$ cat config.mk
export PLATFORM = sky130hd
export DESIGN_NAME = mcp_dma_end_flat
export DESIGN_NICKNAME = d
export VERILOG_FILES = /design/src/design/mcp_pkg.sv /design/src/design/mcp_link_if.sv /design/src/design/mcp_dma_end.sv /design/src/design/mcp_fifo.sv /design/src/flat_wrapper.sv
export VERILOG_INCLUDE_DIRS = /design/src /design/src/design
export SDC_FILE = /design/constraint.sdc
export NUM_CORES = 1
export LEC_CHECK = 0
export BUFFER_PORTS_ARGS = -buffer_cell sky130_fd_sc_hd__buf_2
export CAP_MARGIN = 5
export CORE_MARGIN = 1.5
export CORE_UTILIZATION = 40
export CTS_BUF_LIST = sky130_fd_sc_hd__clkbuf_16
export CTS_CLUSTER_DIAMETER = 100
export DETAILED_ROUTE_END_ITERATION = 6
export SYNTH_ARGS = -nofsm -noshare
export SYNTH_HDL_FRONTEND = slang
export SYNTH_SLANG_ARGS = --single-unit
$ cat constraint.sdc
create_clock -name hclk -period 8.1 [get_ports hclk]
set_input_delay 1.62 -clock hclk [delete_from_list [all_inputs] [get_ports hclk]]
set_output_delay 1.62 -clock hclk [all_outputs]
set_load 0.005 [all_outputs]
$ cat src/design/mcp_regs.svh
// Purpose: register map, fields, reset values and sizes of the copy helper
// Assumes: 32-bit word registers, byte offsets
// Notes:   definitions only
`ifndef MCP_REGS_SVH
`define MCP_REGS_SVH

`define MCP_AW          12
`define MCP_OFF_THR     12'h000
`define MCP_OFF_MR      12'h004
`define MCP_OFF_IER     12'h008
`define MCP_OFF_IDR     12'h00C
`define MCP_OFF_IMR     12'h010
`define MCP_OFF_ISR     12'h014
`define MCP_THR_RESET   32'h0000_0000
`define MCP_MR_RESET    2'h2
`define MCP_IMR_RESET   2'h0
`define MCP_ISR_RESET   2'h0
`define MCP_BIT_EOT     0
`define MCP_BIT_BUFF    1
`define MCP_FIFO_DEPTH  16
`define MCP_DATA_W      32
`define MCP_CNT_W       16

`endif

$ cat src/design/mcp_pkg.sv
// Purpose: shared types of the copy helper
// Assumes: nothing
// Notes:   constants live in mcp_regs.svh
package mcp_pkg;

    typedef enum logic [1:0]
    {
        size_byte     = 2'h0,
        size_halfword = 2'h1,
        size_word     = 2'h2
    } mcp_size_e;

    typedef enum logic [1:0]
    {
        st_idle = 2'b00,
        st_run  = 2'b01,
        st_done = 2'b11
    } mcp_state_e;

endpackage : mcp_pkg

$ cat src/design/mcp_link_if.sv
// Purpose: link between the copy helper and the dma channel pair
// Assumes: both ends on hclk
// Notes:   one modport per end
`timescale 1ns/1ps
`include "mcp_regs.svh"

interface mcp_link_if;
    logic                   tx_wr;
    logic [`MCP_DATA_W-1:0] tx_data;
    logic                   rx_rd;
    logic [`MCP_DATA_W-1:0] holding_value;
    logic                   hold_valid;
    logic                   end_of_transfer;
    logic                   buffer_full;

    modport dev
    (
        input  tx_wr,
        input  tx_data,
        input  rx_rd,
        input  end_of_transfer,
        input  buffer_full,
        output holding_value,
        output hold_valid
    );

    modport dma
    (
        output tx_wr,
        output tx_data,
        output rx_rd,
        output end_of_transfer,
        output buffer_full,
        input  holding_value,
        input  hold_valid
    );
endinterface : mcp_link_if

$ cat src/design/mcp_dma_end.sv
// Purpose: transmit and receive dma channel pair driving one copy
// Assumes: source elements arrive on src_*, destination leaves on dst_*
// Notes:   one size value loads both channel counters
`timescale 1ns/1ps
`include "mcp_regs.svh"

module mcp_dma_end (
    input  wire logic                   hclk,
    input  wire logic                   hresetn,
    mcp_link_if.dma                     link,
    input  wire logic                   start,
    input  wire logic [`MCP_CNT_W-1:0]  buf_size,
    input  wire logic                   src_valid,
    input  wire logic [`MCP_DATA_W-1:0] src_data,
    output logic                        src_ready,
    output logic                        dst_valid,
    output logic [`MCP_DATA_W-1:0]      dst_data,
    input  wire logic                   dst_ready,
    output logic                        busy
);
    mcp_pkg::mcp_state_e     st_q;
    logic [`MCP_CNT_W-1:0]   tx_cnt_q;
    logic [`MCP_CNT_W-1:0]   rx_cnt_q;
    logic                    tx_wr_q;
    logic [`MCP_DATA_W-1:0]  tx_data_q;
    logic                    rx_rd_q;
    logic                    eot_q;
    logic                    dst_valid_q;
    logic [`MCP_DATA_W-1:0]  dst_data_q;
    logic                    f_valid;
    logic [`MCP_DATA_W-1:0]  f_data;
    logic                    tx_fire;
    logic                    rx_fire;

    mcp_fifo #(.W(`MCP_DATA_W), .D(`MCP_FIFO_DEPTH)) u_fifo (
        .hclk      (hclk),
        .hresetn   (hresetn),
        .in_valid  (src_valid),
        .in_data   (src_data),
        .in_ready  (src_ready),
        .out_valid (f_valid),
        .out_data  (f_data),
        .out_ready (tx_fire)
    );

    // one access to the holding register in flight at a time
    assign tx_fire = (st_q == mcp_pkg::st_run) && (tx_cnt_q != '0) && f_valid
                     && !link.hold_valid && !tx_wr_q && !rx_rd_q;
    assign rx_fire = (st_q == mcp_pkg::st_run) && (rx_cnt_q != '0) && link.hold_valid
                     && !rx_rd_q && !tx_wr_q && (!dst_valid_q || dst_ready);

    assign link.tx_wr           = tx_wr_q;
    assign link.tx_data         = tx_data_q;
    assign link.rx_rd           = rx_rd_q;
    assign link.end_of_transfer = eot_q;
    assign link.buffer_full     = eot_q;
    assign dst_valid            = dst_valid_q;
    assign dst_data             = dst_data_q;
    assign busy                 = (st_q == mcp_pkg::st_run);

    ////////////////////////////////////////////////////////////////////////
    always_ff @(posedge hclk or negedge hresetn)
    begin
        if (!hresetn)
        begin
            st_q     <= mcp_pkg::st_idle;
            tx_cnt_q <= '0;
            rx_cnt_q <= '0;
            eot_q    <= 1'b0;
        end
        else
        begin
            case (st_q)
                mcp_pkg::st_idle, mcp_pkg::st_done:
                begin
                    if (start)
                    begin
                        st_q     <= mcp_pkg::st_run;
                        tx_cnt_q <= buf_size;
                        rx_cnt_q <= buf_size;
                        eot_q    <= 1'b0;
                    end
                end
                mcp_pkg::st_run:
                begin
                    if (tx_fire)
                        tx_cnt_q <= tx_cnt_q - 1'b1;
                    if (rx_fire)
                        rx_cnt_q <= rx_cnt_q - 1'b1;
                    if (rx_cnt_q == '0 && !rx_rd_q)
                    begin
                        st_q  <= mcp_pkg::st_done;
                        eot_q <= 1'b1;
                    end
                end
                default:
                    st_q <= mcp_pkg::st_idle;
            endcase
        end
    end

    ////////////////////////////////////////////////////////////////////////
    always_ff @(posedge hclk or negedge hresetn)
    begin
        if (!hresetn)
        begin
            tx_wr_q     <= 1'b0;
            tx_data_q   <= '0;
            rx_rd_q     <= 1'b0;
            dst_valid_q <= 1'b0;
            dst_data_q  <= '0;
        end
        else
        begin
            tx_wr_q <= tx_fire;
            rx_rd_q <= rx_fire;
            if (tx_fire)
                tx_data_q <= f_data;
            if (rx_fire)
            begin
                dst_valid_q <= 1'b1;
                dst_data_q  <= link.holding_value;
            end
            else if (dst_ready)
                dst_valid_q <= 1'b0;
        end
    end
endmodule : mcp_dma_end

$ cat src/design/mcp_fifo.sv
// Purpose: element buffer on the source side of the transmit channel
// Assumes: single clock, valid/ready on both sides
// Notes:   out_data is shown ahead of the pop
`timescale 1ns/1ps

module mcp_fifo #(
    parameter int W = 32,
    parameter int D = 16
) (
    input  wire logic         hclk,
    input  wire logic         hresetn,
    input  wire logic         in_valid,
    input  wire logic [W-1:0] in_data,
    output logic              in_ready,
    output logic              out_valid,
    output logic [W-1:0]      out_data,
    input  wire logic         out_ready
);
    localparam int AW = $clog2(D);

    logic [W-1:0]  mem [D];
    logic [AW-1:0] wp_q;
    logic [AW-1:0] rp_q;
    logic [AW:0]   cnt_q;
    logic          push;
    logic          pop;

    assign in_ready  = (cnt_q != (AW+1)'(D));
    assign out_valid = (cnt_q != '0);
    assign out_data  = mem[rp_q];
    assign push      = in_valid && in_ready;
    assign pop       = out_valid && out_ready;

    always_ff @(posedge hclk)
    begin
        if (push)
            mem[wp_q] <= in_data;
    end

    always_ff @(posedge hclk or negedge hresetn)
    begin
        if (!hresetn)
        begin
            wp_q  <= '0;
            rp_q  <= '0;
            cnt_q <= '0;
        end
        else
        begin
            if (push)
                wp_q <= (wp_q == AW'(D-1)) ? '0 : wp_q + 1'b1;
            if (pop)
                rp_q <= (rp_q == AW'(D-1)) ? '0 : rp_q + 1'b1;
            if (push && !pop)
                cnt_q <= cnt_q + 1'b1;
            else if (pop && !push)
                cnt_q <= cnt_q - 1'b1;
        end
    end
endmodule : mcp_fifo

$ cat src/flat_wrapper.sv
// flat-port wrapper written by rule: the top's interface ports become plain ports
module mcp_dma_end_flat 
  (hclk, hresetn, start, buf_size, src_valid, src_data, src_ready, dst_valid, dst_data, dst_ready, busy, link_tx_wr, link_tx_data, link_rx_rd, link_end_of_transfer, link_buffer_full, link_holding_value, link_hold_valid);
  mcp_link_if link_i ();
  input  wire logic hclk;
  input  wire logic hresetn;
  input  wire logic start;
  input  wire logic [`MCP_CNT_W-1:0] buf_size;
  input  wire logic src_valid;
  input  wire logic [`MCP_DATA_W-1:0] src_data;
  output logic src_ready;
  output logic dst_valid;
  output logic [`MCP_DATA_W-1:0] dst_data;
  input  wire logic dst_ready;
  output logic busy;
  output wire logic [$bits(link_i.tx_wr)-1:0] link_tx_wr;
  output wire logic [$bits(link_i.tx_data)-1:0] link_tx_data;
  output wire logic [$bits(link_i.rx_rd)-1:0] link_rx_rd;
  output wire logic [$bits(link_i.end_of_transfer)-1:0] link_end_of_transfer;
  output wire logic [$bits(link_i.buffer_full)-1:0] link_buffer_full;
  input wire logic [$bits(link_i.holding_value)-1:0] link_holding_value;
  input wire logic [$bits(link_i.hold_valid)-1:0] link_hold_valid;
  assign link_tx_wr = link_i.tx_wr;
  assign link_tx_data = link_i.tx_data;
  assign link_rx_rd = link_i.rx_rd;
  assign link_end_of_transfer = link_i.end_of_transfer;
  assign link_buffer_full = link_i.buffer_full;
  assign link_i.holding_value = link_holding_value;
  assign link_i.hold_valid = link_hold_valid;
  mcp_dma_end u_core (.hclk(hclk), .hresetn(hresetn), .link(link_i), .start(start), .buf_size(buf_size), .src_valid(src_valid), .src_data(src_data), .src_ready(src_ready), .dst_valid(dst_valid), .dst_data(dst_data), .dst_ready(dst_ready), .busy(busy));
endmodule
==> flow_metrics.env, run 1 <==
export IMPL_grt_pass1_wl_mm=87.6
export IMPL_synth_top_family_by_area="multiplexers"
export IMPL_syn_cell_area_um2=24900
export IMPL_diodes=0
export IMPL_start_util_pct=40.4
export IMPL_final_util_pct=47.1
export IMPL_antenna_found_initial=7
export IMPL_most_common_layout_cells="512 x edfxtp_1, 155 x buf_2, 112 x dfrtp_1, 96 x mux4_2, 71 x clkbuf_16"
export IMPL_synth_yosys_seq_area_share_pct=73.3
export IMPL_max_freq_ghz=0.256
export IMPL_worstPathArrival_ns=4.37
export IMPL_io_buffers=156
export IMPL_drt_initial_drc_count=1196
export IMPL_ys_ff_latch=627
export IMPL_fin_crit_sh_pct=48.1
export IMPL_finalNetCount=1658
export IMPL_pre_cts_ws_ns=3.61
export IMPL_cts_sinks=627
export IMPL_rsz0062_at_grt="false"
export IMPL_yosysUniqueCellTypes=69
export IMPL_clockBufferDepth=3
export IMPL_routabilityCongestion=0.812
export IMPL_muxShareOfSynthArea_pct=13.1
export IMPL_gr_usage_all_layers_pct=18.4
export IMPL_grt_max_degree=81
export IMPL_synthAdderAreaFrac_pct=0.784
export IMPL_ys_top_cells_by_area="edfxtp_1 62%, dfrtp_1 12%, mux4_2 8.7%"
export IMPL_hpwlAfterDp_mm=31.3
export IMPL_grt_ovfl_total=0
export IMPL_area_delta_synth_final_pct=16.5
export IMPL_slew_limit_headroom_pct=32.1
export IMPL_period_minus_slack_ns=3.90
export IMPL_insertion_delay_ns=0.61
export IMPL_hold_slack_ns=0.473
export IMPL_synth_simple_gate_area_share_pct=3.97
export IMPL_core_area_um2=61600
export IMPL_grt_pass1_vias=14100
export IMPL_finalSetupTns_ns=0
export IMPL_cp_start_kind="primary input"
export IMPL_synthArstFlopShare_pct=18.3
export IMPL_status="completed"
export IMPL_cts_repair_resized=0
export IMPL_worstPathRequired_ns=8.57
export IMPL_drc=0
export IMPL_synth_compound_area_share_pct=6.92
export IMPL_crit_type="in2reg"
export IMPL_cts_root_buf="clkbuf_16"
export IMPL_power_leakage_nw=10.1
export IMPL_layout_setup_ws_ns=4.20
export IMPL_via_per_inst=5.59
export IMPL_rows=91
export IMPL_die_area_um2=63700
export IMPL_synth_area_leader_cell="edfxtp_1"
export IMPL_maxSlewViolCount=0
export IMPL_die_h_um=252
export IMPL_drive_gt1_share_pct=27.8
export IMPL_htree_levels=3
export IMPL_tightestPinTransition_ns=1.02
export IMPL_powerDensity_nw_per_um2=361
export IMPL_ys_flop_type="edfxtp_1"
export IMPL_synth_xor_area_share_pct=0.246
export IMPL_ant_nets=0
export IMPL_maxCapViolCount=0
export IMPL_cts_clk_slew_worst_paths_ns=0.06
export IMPL_slowest_stage="or4b_1"
export IMPL_crit_path_max_incr_delay_ns=0.57
export IMPL_layout_commonest_cell="edfxtp_1"
export IMPL_avgSynthCellArea_um2=18.0
export IMPL_path_buf_inv=3
export IMPL_skew_ns=0.0257
export IMPL_setup_viol=0
export IMPL_ios=157
export IMPL_crit_chain="buf_2 -> or4b_1 -> a21oi_1 -> o31a_2 -> clkinv_2 -> ha_1 -> inv_1 -> ha_1 -> a21o_1 -> a21oi_1 -> xnor2_1 -> nor2_1 -> xnor2_1"
export IMPL_synth_cells=1380
export IMPL_dr_pass1_iters=5
export IMPL_cts_tree="done"
export IMPL_vdd_ir_drop_max_mv=0.184
export IMPL_synth_warnings=0
export IMPL_synthDominantCellAreaShare_pct=61.8
export IMPL_hold_buffers=0
export IMPL_die_x_um=252
export IMPL_vias=13700
export IMPL_worstSetupEndpointType="flop"
export IMPL_synth_edff_count=512
export IMPL_syn_nets=1481
export IMPL_cts_made_buffers=69
export IMPL_postCtsSetupBuffers=0
export IMPL_crit_path_max_fanout=24
export IMPL_drt_wirelength_per_cell_um=23.7
export IMPL_crit_family="compound AO/OA/AOI/OAI gates"
export IMPL_hp_class="reg2reg"
export IMPL_wirelength_mm=58.1
export IMPL_hold_viol_final=0
## stage by stage
step                cells  area, um2  power, W
finish               2450      29000    0.0105
global route         2450      29000    0.0110
CTS                  2450      29000    0.0106
detailed placement   2323      26700   0.00748
global placement     2323      26700   0.00743
floorplan            1380      24900   0.00644
## worst register-to-register path, delay by kind of cell, from the launching register on
kind / cells / cell delay, ns
compound gates: 4 / 0.94
simple gates: 1 / 0.48
flops: 1 / 0.97
buf+inv: 2 / 1.23
## where the power goes
part	internal [W]	leakage, nW	switching (W)
combinational	0.00130	2.98	0.00165
clock	0.00183	1.17	0.00128
sequential	0.00403	6.01	0.000393
total	0.00716	10.1	0.00332
## registers in the layout (all words and copies together), names as in the netlist
register and cells:
u_core.u_fifo.cnt_q 5, u_core.rx_cnt_q 16, u_core.link.tx_data 32, u_core.link.buffer_full 1, u_core.u_fifo.wp_q 4, u_core.tx_cnt_q 16
u_core.dst_data 32, u_core.dst_valid 1, u_core.u_fifo.mem 512, u_core.link.rx_rd 1, u_core.u_fifo.rp_q 4, u_core.st_q 2
u_core.link.tx_wr 1
## logic make-up after synthesis
group,after synthesis
AO/OA/AOI/OAI,248
XOR/XNOR,7
adder cells (fa/ha/maj),15
buffers and inverters,98
flip-flops,627
multiplexers,200
AND/OR/NAND/NOR,185
## synthesized netlist by cell type (6+ instances only)
cell type,n
a211oi_1,37
a21o_1,37
a21oi_1,16
buf_2,33
clkbuf_1,42
dfrtp_1,115
edfxtp_1,512
ha_1,14
inv_1,16
mux2_2,36
mux2i_1,68
mux4_2,96
nand2_1,50
nand2b_1,7
nand3_1,13
nand4_1,7
nor2_1,33
nor3_1,25
nor4_1,12
o211ai_1,6
o21ai_0,49
o221ai_1,33
o22ai_1,38
or3_1,7
xnor2_1,6
## per-layer routing
layer / vias to the layer above / global-route usage [%] / share of wire [%]
met1: 7158 / 24.9 / 43
met4: 14 / 5.18 / 2.3
met2: 432 / 29.8 / 48
li1: 5981 / - / -
met3: 118 / 4.39 / 6.4
met5: - / 0 / 0.15
## cell type report
class                      count  area [um2]
clock inverter                56         499
inverter                      18        70.1
sequential                   627       18300
fill                        5223       32600
clock buffer                  71        1780
multi-input combinational    655        6340
tap                          837        1050
timing repair buffer         186        1010
## final timing paths
check / startpoint / end / slack (ns) / cells past startpoint
max: link_hold_valid / u_core.u_fifo.cnt_q[4]$_DFFE_PN0P_ / 4.20 / 13
min: u_core.link.tx_data[20]$_DFFE_PN0N_ / u_core.link.tx_data[20]$_DFFE_PN0N_ / 0.47 / 1
max reg2reg: u_core.u_fifo.rp_q[1]$_DFFE_PN0P_ / u_core.link.tx_data[19]$_DFFE_PN0N_ / 4.42 / 7
min reg2reg: u_core.link.tx_data[20]$_DFFE_PN0N_ / u_core.link.tx_data[20]$_DFFE_PN0N_ / 0.47 / 1
max in group asynchronous: hresetn / u_core.u_fifo.rp_q[1]$_DFFE_PN0P_ / 5.69 / 2
min in group asynchronous: hresetn / u_core.link.buffer_full$_DFFE_PN0P_ / 1.01 / 1
Power figures use the tool's default switching activity.
==> run 2: changes to the inputs <==
ABC_AREA = 1   (was default)
clock period = 3.4 ns   (was 8.1 ns; I/O delays follow)
==> run 2 against run 1 <==
  * Clock skew decreased by 0.0039 ns
  * Wire length increased by 15%
  * Register-to-register slack got worse by 3.8 ns
  * Sequential cell count unchanged
  * Final cell count increased by 38%
  * Non-clock buffer count increased by 20
  * Largest cell class unchanged
==> flow_metrics.env, run 2 <==
export IMPL_die_h_um=258
export IMPL_die_x_um=258
export IMPL_pwr_share_comb_pct=34.5
export IMPL_hp_class="in2async"
export IMPL_p_sw_share_pct=38.2
export IMPL_synth_edff_count=512
export IMPL_insertion_delay_ns=0.60
export IMPL_grt_pass1_wl_mm=104
export IMPL_synth_warnings=0
export IMPL_cts_repair_resized=0
export IMPL_area_delta_synth_final_pct=15.3
export IMPL_wirelength_mm=66.6
export IMPL_cts_clk_slew_worst_paths_ns=0.05
export IMPL_most_common_layout_cells="673 x nand2_1, 512 x edfxtp_1, 239 x nor2_1, 181 x o21ai_0, 155 x buf_2"
export IMPL_synth_most_common_cell="nand2_1"
export IMPL_worstSetupEndpointType="flop"
export IMPL_max_freq_ghz=0.355
export IMPL_largest_reg_flops=512
export IMPL_start_util_pct=40.4
export IMPL_hold_slack_ns=0.102
export IMPL_hold_viol_final=0
export IMPL_synth_cells=2303
export IMPL_die_area_um2=66600
export IMPL_gr_usage_all_layers_pct=20.1
export IMPL_syn_cell_area_um2=26000
export IMPL_layout_setup_ws_ns=0.586
export IMPL_cts_sinks=627
export IMPL_setup_viol=0
export IMPL_skew_ns=0.0218
export IMPL_dr_pass1_iters=5
export IMPL_finalSetupTns_ns=0
export IMPL_drive_gt1_share_pct=14.1
export IMPL_cts_made_buffers=68
export IMPL_maxSlewViolCount=0
export IMPL_avgSynthCellArea_um2=11.3
export IMPL_via_per_inst=5.25
export IMPL_ys_ff_latch=627
export IMPL_synth_area_leader_cell="edfxtp_1"
export IMPL_postCtsSetupBuffers=0
export IMPL_powerDensity_nw_per_um2=881
export IMPL_clkPwrFrac_pct=26.3
export IMPL_cts_root_buf="clkbuf_16"
export IMPL_synthArstFlopShare_pct=18.3
export IMPL_drt_wirelength_per_cell_um=19.8
export IMPL_pre_cts_ws_ns=0.591
export IMPL_finalNetCount=2558
export IMPL_num_fill_cells=5797
export IMPL_rows=93
export IMPL_worstPathArrival_ns=3.28
export IMPL_io_buffers=156
export IMPL_power_leakage_nw=11.6
export IMPL_cts_tree="done"
export IMPL_period_minus_slack_ns=2.81
export IMPL_clockBufferDepth=3
export IMPL_rsz0062_at_grt="false"
export IMPL_drt_initial_drc_count=1881
export IMPL_cp_start_kind="flop"
export IMPL_final_util_pct=46.6
export IMPL_grt_pass1_vias=17600
export IMPL_core_area_um2=64300
export IMPL_yosysUniqueCellTypes=36
export IMPL_grt_ovfl_total=0
export IMPL_crit_type="reg2reg"
export IMPL_hpwlAfterDp_mm=39.1
export IMPL_antenna_found_initial=3
export IMPL_tightestPinTransition_ns=0.758
export IMPL_synth_yosys_seq_area_share_pct=70.1
export IMPL_status="completed"
export IMPL_placed_cell_area_um2=27900
export IMPL_power_frac_seq_pct=39.3
export IMPL_top_register="u_core.u_fifo.mem"
export IMPL_syn_nets=2404
export IMPL_layout_commonest_cell="nand2_1"
export IMPL_fin_crit_sh_pct=82.8
export IMPL_grt_max_degree=121
export IMPL_vdd_ir_drop_max_mv=0.497
export IMPL_slew_limit_headroom_pct=49.5
export IMPL_ys_top_cells_by_count="675 x nand2_1, 512 x edfxtp_1, 255 x nor2_1"
export IMPL_ys_flop_type="edfxtp_1"
export IMPL_crit_path_max_fanout=35
export IMPL_drc=0
export IMPL_synthDominantCellAreaShare_pct=59.1
export IMPL_stdcell_area_um2=30000
export IMPL_ant_nets=0
export IMPL_ys_top_cells_by_area="edfxtp_1 59%, dfrtp_1 11%, nand2_1 9.7%"
export IMPL_vias=17700
export IMPL_switchingPower_w=0.0101
export IMPL_ios=157
export IMPL_worstPathRequired_ns=3.87
export IMPL_hold_buffers=0
export IMPL_p_int_w=0.0163
export IMPL_htree_levels=3
export IMPL_maxCapViolCount=0
export IMPL_routabilityCongestion=0.797
-- run 2: changes by cell type after synthesis, sizes merged, moves of 31 or more --
cell | previous run | this run
a211oi | 37 | 0
a21boi | 0 | 66
a21o | 37 | 0
a21oi | 16 | 73
buf | 38 | 69
inv | 18 | 60
mux2 | 36 | 0
mux2i | 68 | 0
mux4 | 96 | 0
nand2 | 50 | 679
nand3 | 13 | 87
nor2 | 33 | 261
o21ai | 51 | 221
o221ai | 33 | 0
-- run 2: critical path, stage by stage (launching register included) --
cell,delay (ns)
dfrtp_1,0.40
inv_1,0.09
ha_1,0.16
buf_4,0.37
inv_2,0.30
nor4_4,0.25
nand3_4,0.39
nand2_4,0.37
nand2_4,0.19
nand2_1,0.10
nand2_1,0.05
-- run 2: per-stage QoR --
stage / power [W] / std cells
final: 0.0264 / 3369
after global routing: 0.0282 / 3369
after CTS: 0.0266 / 3367
after detailed placement: 0.0196 / 3242
after global placement: 0.0195 / 3242
after floorplan: 0.0165 / 2303
-- run 2: worst paths after layout --
kind | slack [ns] | startpoint | cells after the start | to
setup / recovery | 0.59 | u_core.st_q[1]$_DFFE_PN0P_ | 10 | u_core.rx_cnt_q[14]$_DFFE_PN0P_
hold / removal | 0.10 | hresetn | 1 | u_core.rx_cnt_q[8]$_DFFE_PN0P_
setup reg to reg | 0.59 | u_core.st_q[1]$_DFFE_PN0P_ | 10 | u_core.rx_cnt_q[14]$_DFFE_PN0P_
hold reg to reg | 0.47 | u_core.dst_data[26]$_DFFE_PN0P_ | 2 | u_core.dst_data[26]$_DFFE_PN0P_
max in group asynchronous | 2.51 | hresetn | 2 | u_core.link.tx_data[30]$_DFFE_PN0N_
min in group hclk | 0.29 | link_holding_value[11] | 3 | u_core.dst_data[11]$_DFFE_PN0P_
-- run 2: power groups by stage --
stage / Combinational (W) / Sequential (W) / Clock (W)
final: 0.00911 / 0.0104 / 0.00695
after global routing: 0.0103 / 0.0105 / 0.00738
after CTS: 0.00918 / 0.0104 / 0.00709
after detailed placement: 0.00913 / 0.0105 / 0
after global placement: 0.00900 / 0.0105 / 0
after floorplan: 0.00620 / 0.0103 / 0
-- run 2: kinds of logic after synthesis --
kind of cell    synth area share, %
compound gates                 9.22
xor+xnor                      0.471
fa+ha+maj                     0.750
buf+inv                        3.29
flops                          70.1
simple gates                   16.1
-- run 2: cell type report --
type	count	area (um2)	area share, %
sequential	627	18300	60.9
multi-input combinational	1493	7040	23.5
clock buffer	71	1780	5.92
timing repair buffer	206	1300	4.33
tap	855	1070	3.57
clock inverter	54	319	1.06
inverter	61	234	0.780
antenna	2	5.00	0.0167
-- run 2: layer usage --
metal	wire length, um	vias up	GRT usage (%)
met1	28900	8735	27.1
met4	1500	0	5.72
met2	32100	590	33.5
met5	0	-	0
met3	4140	99	3.39
li1	-	8270	-
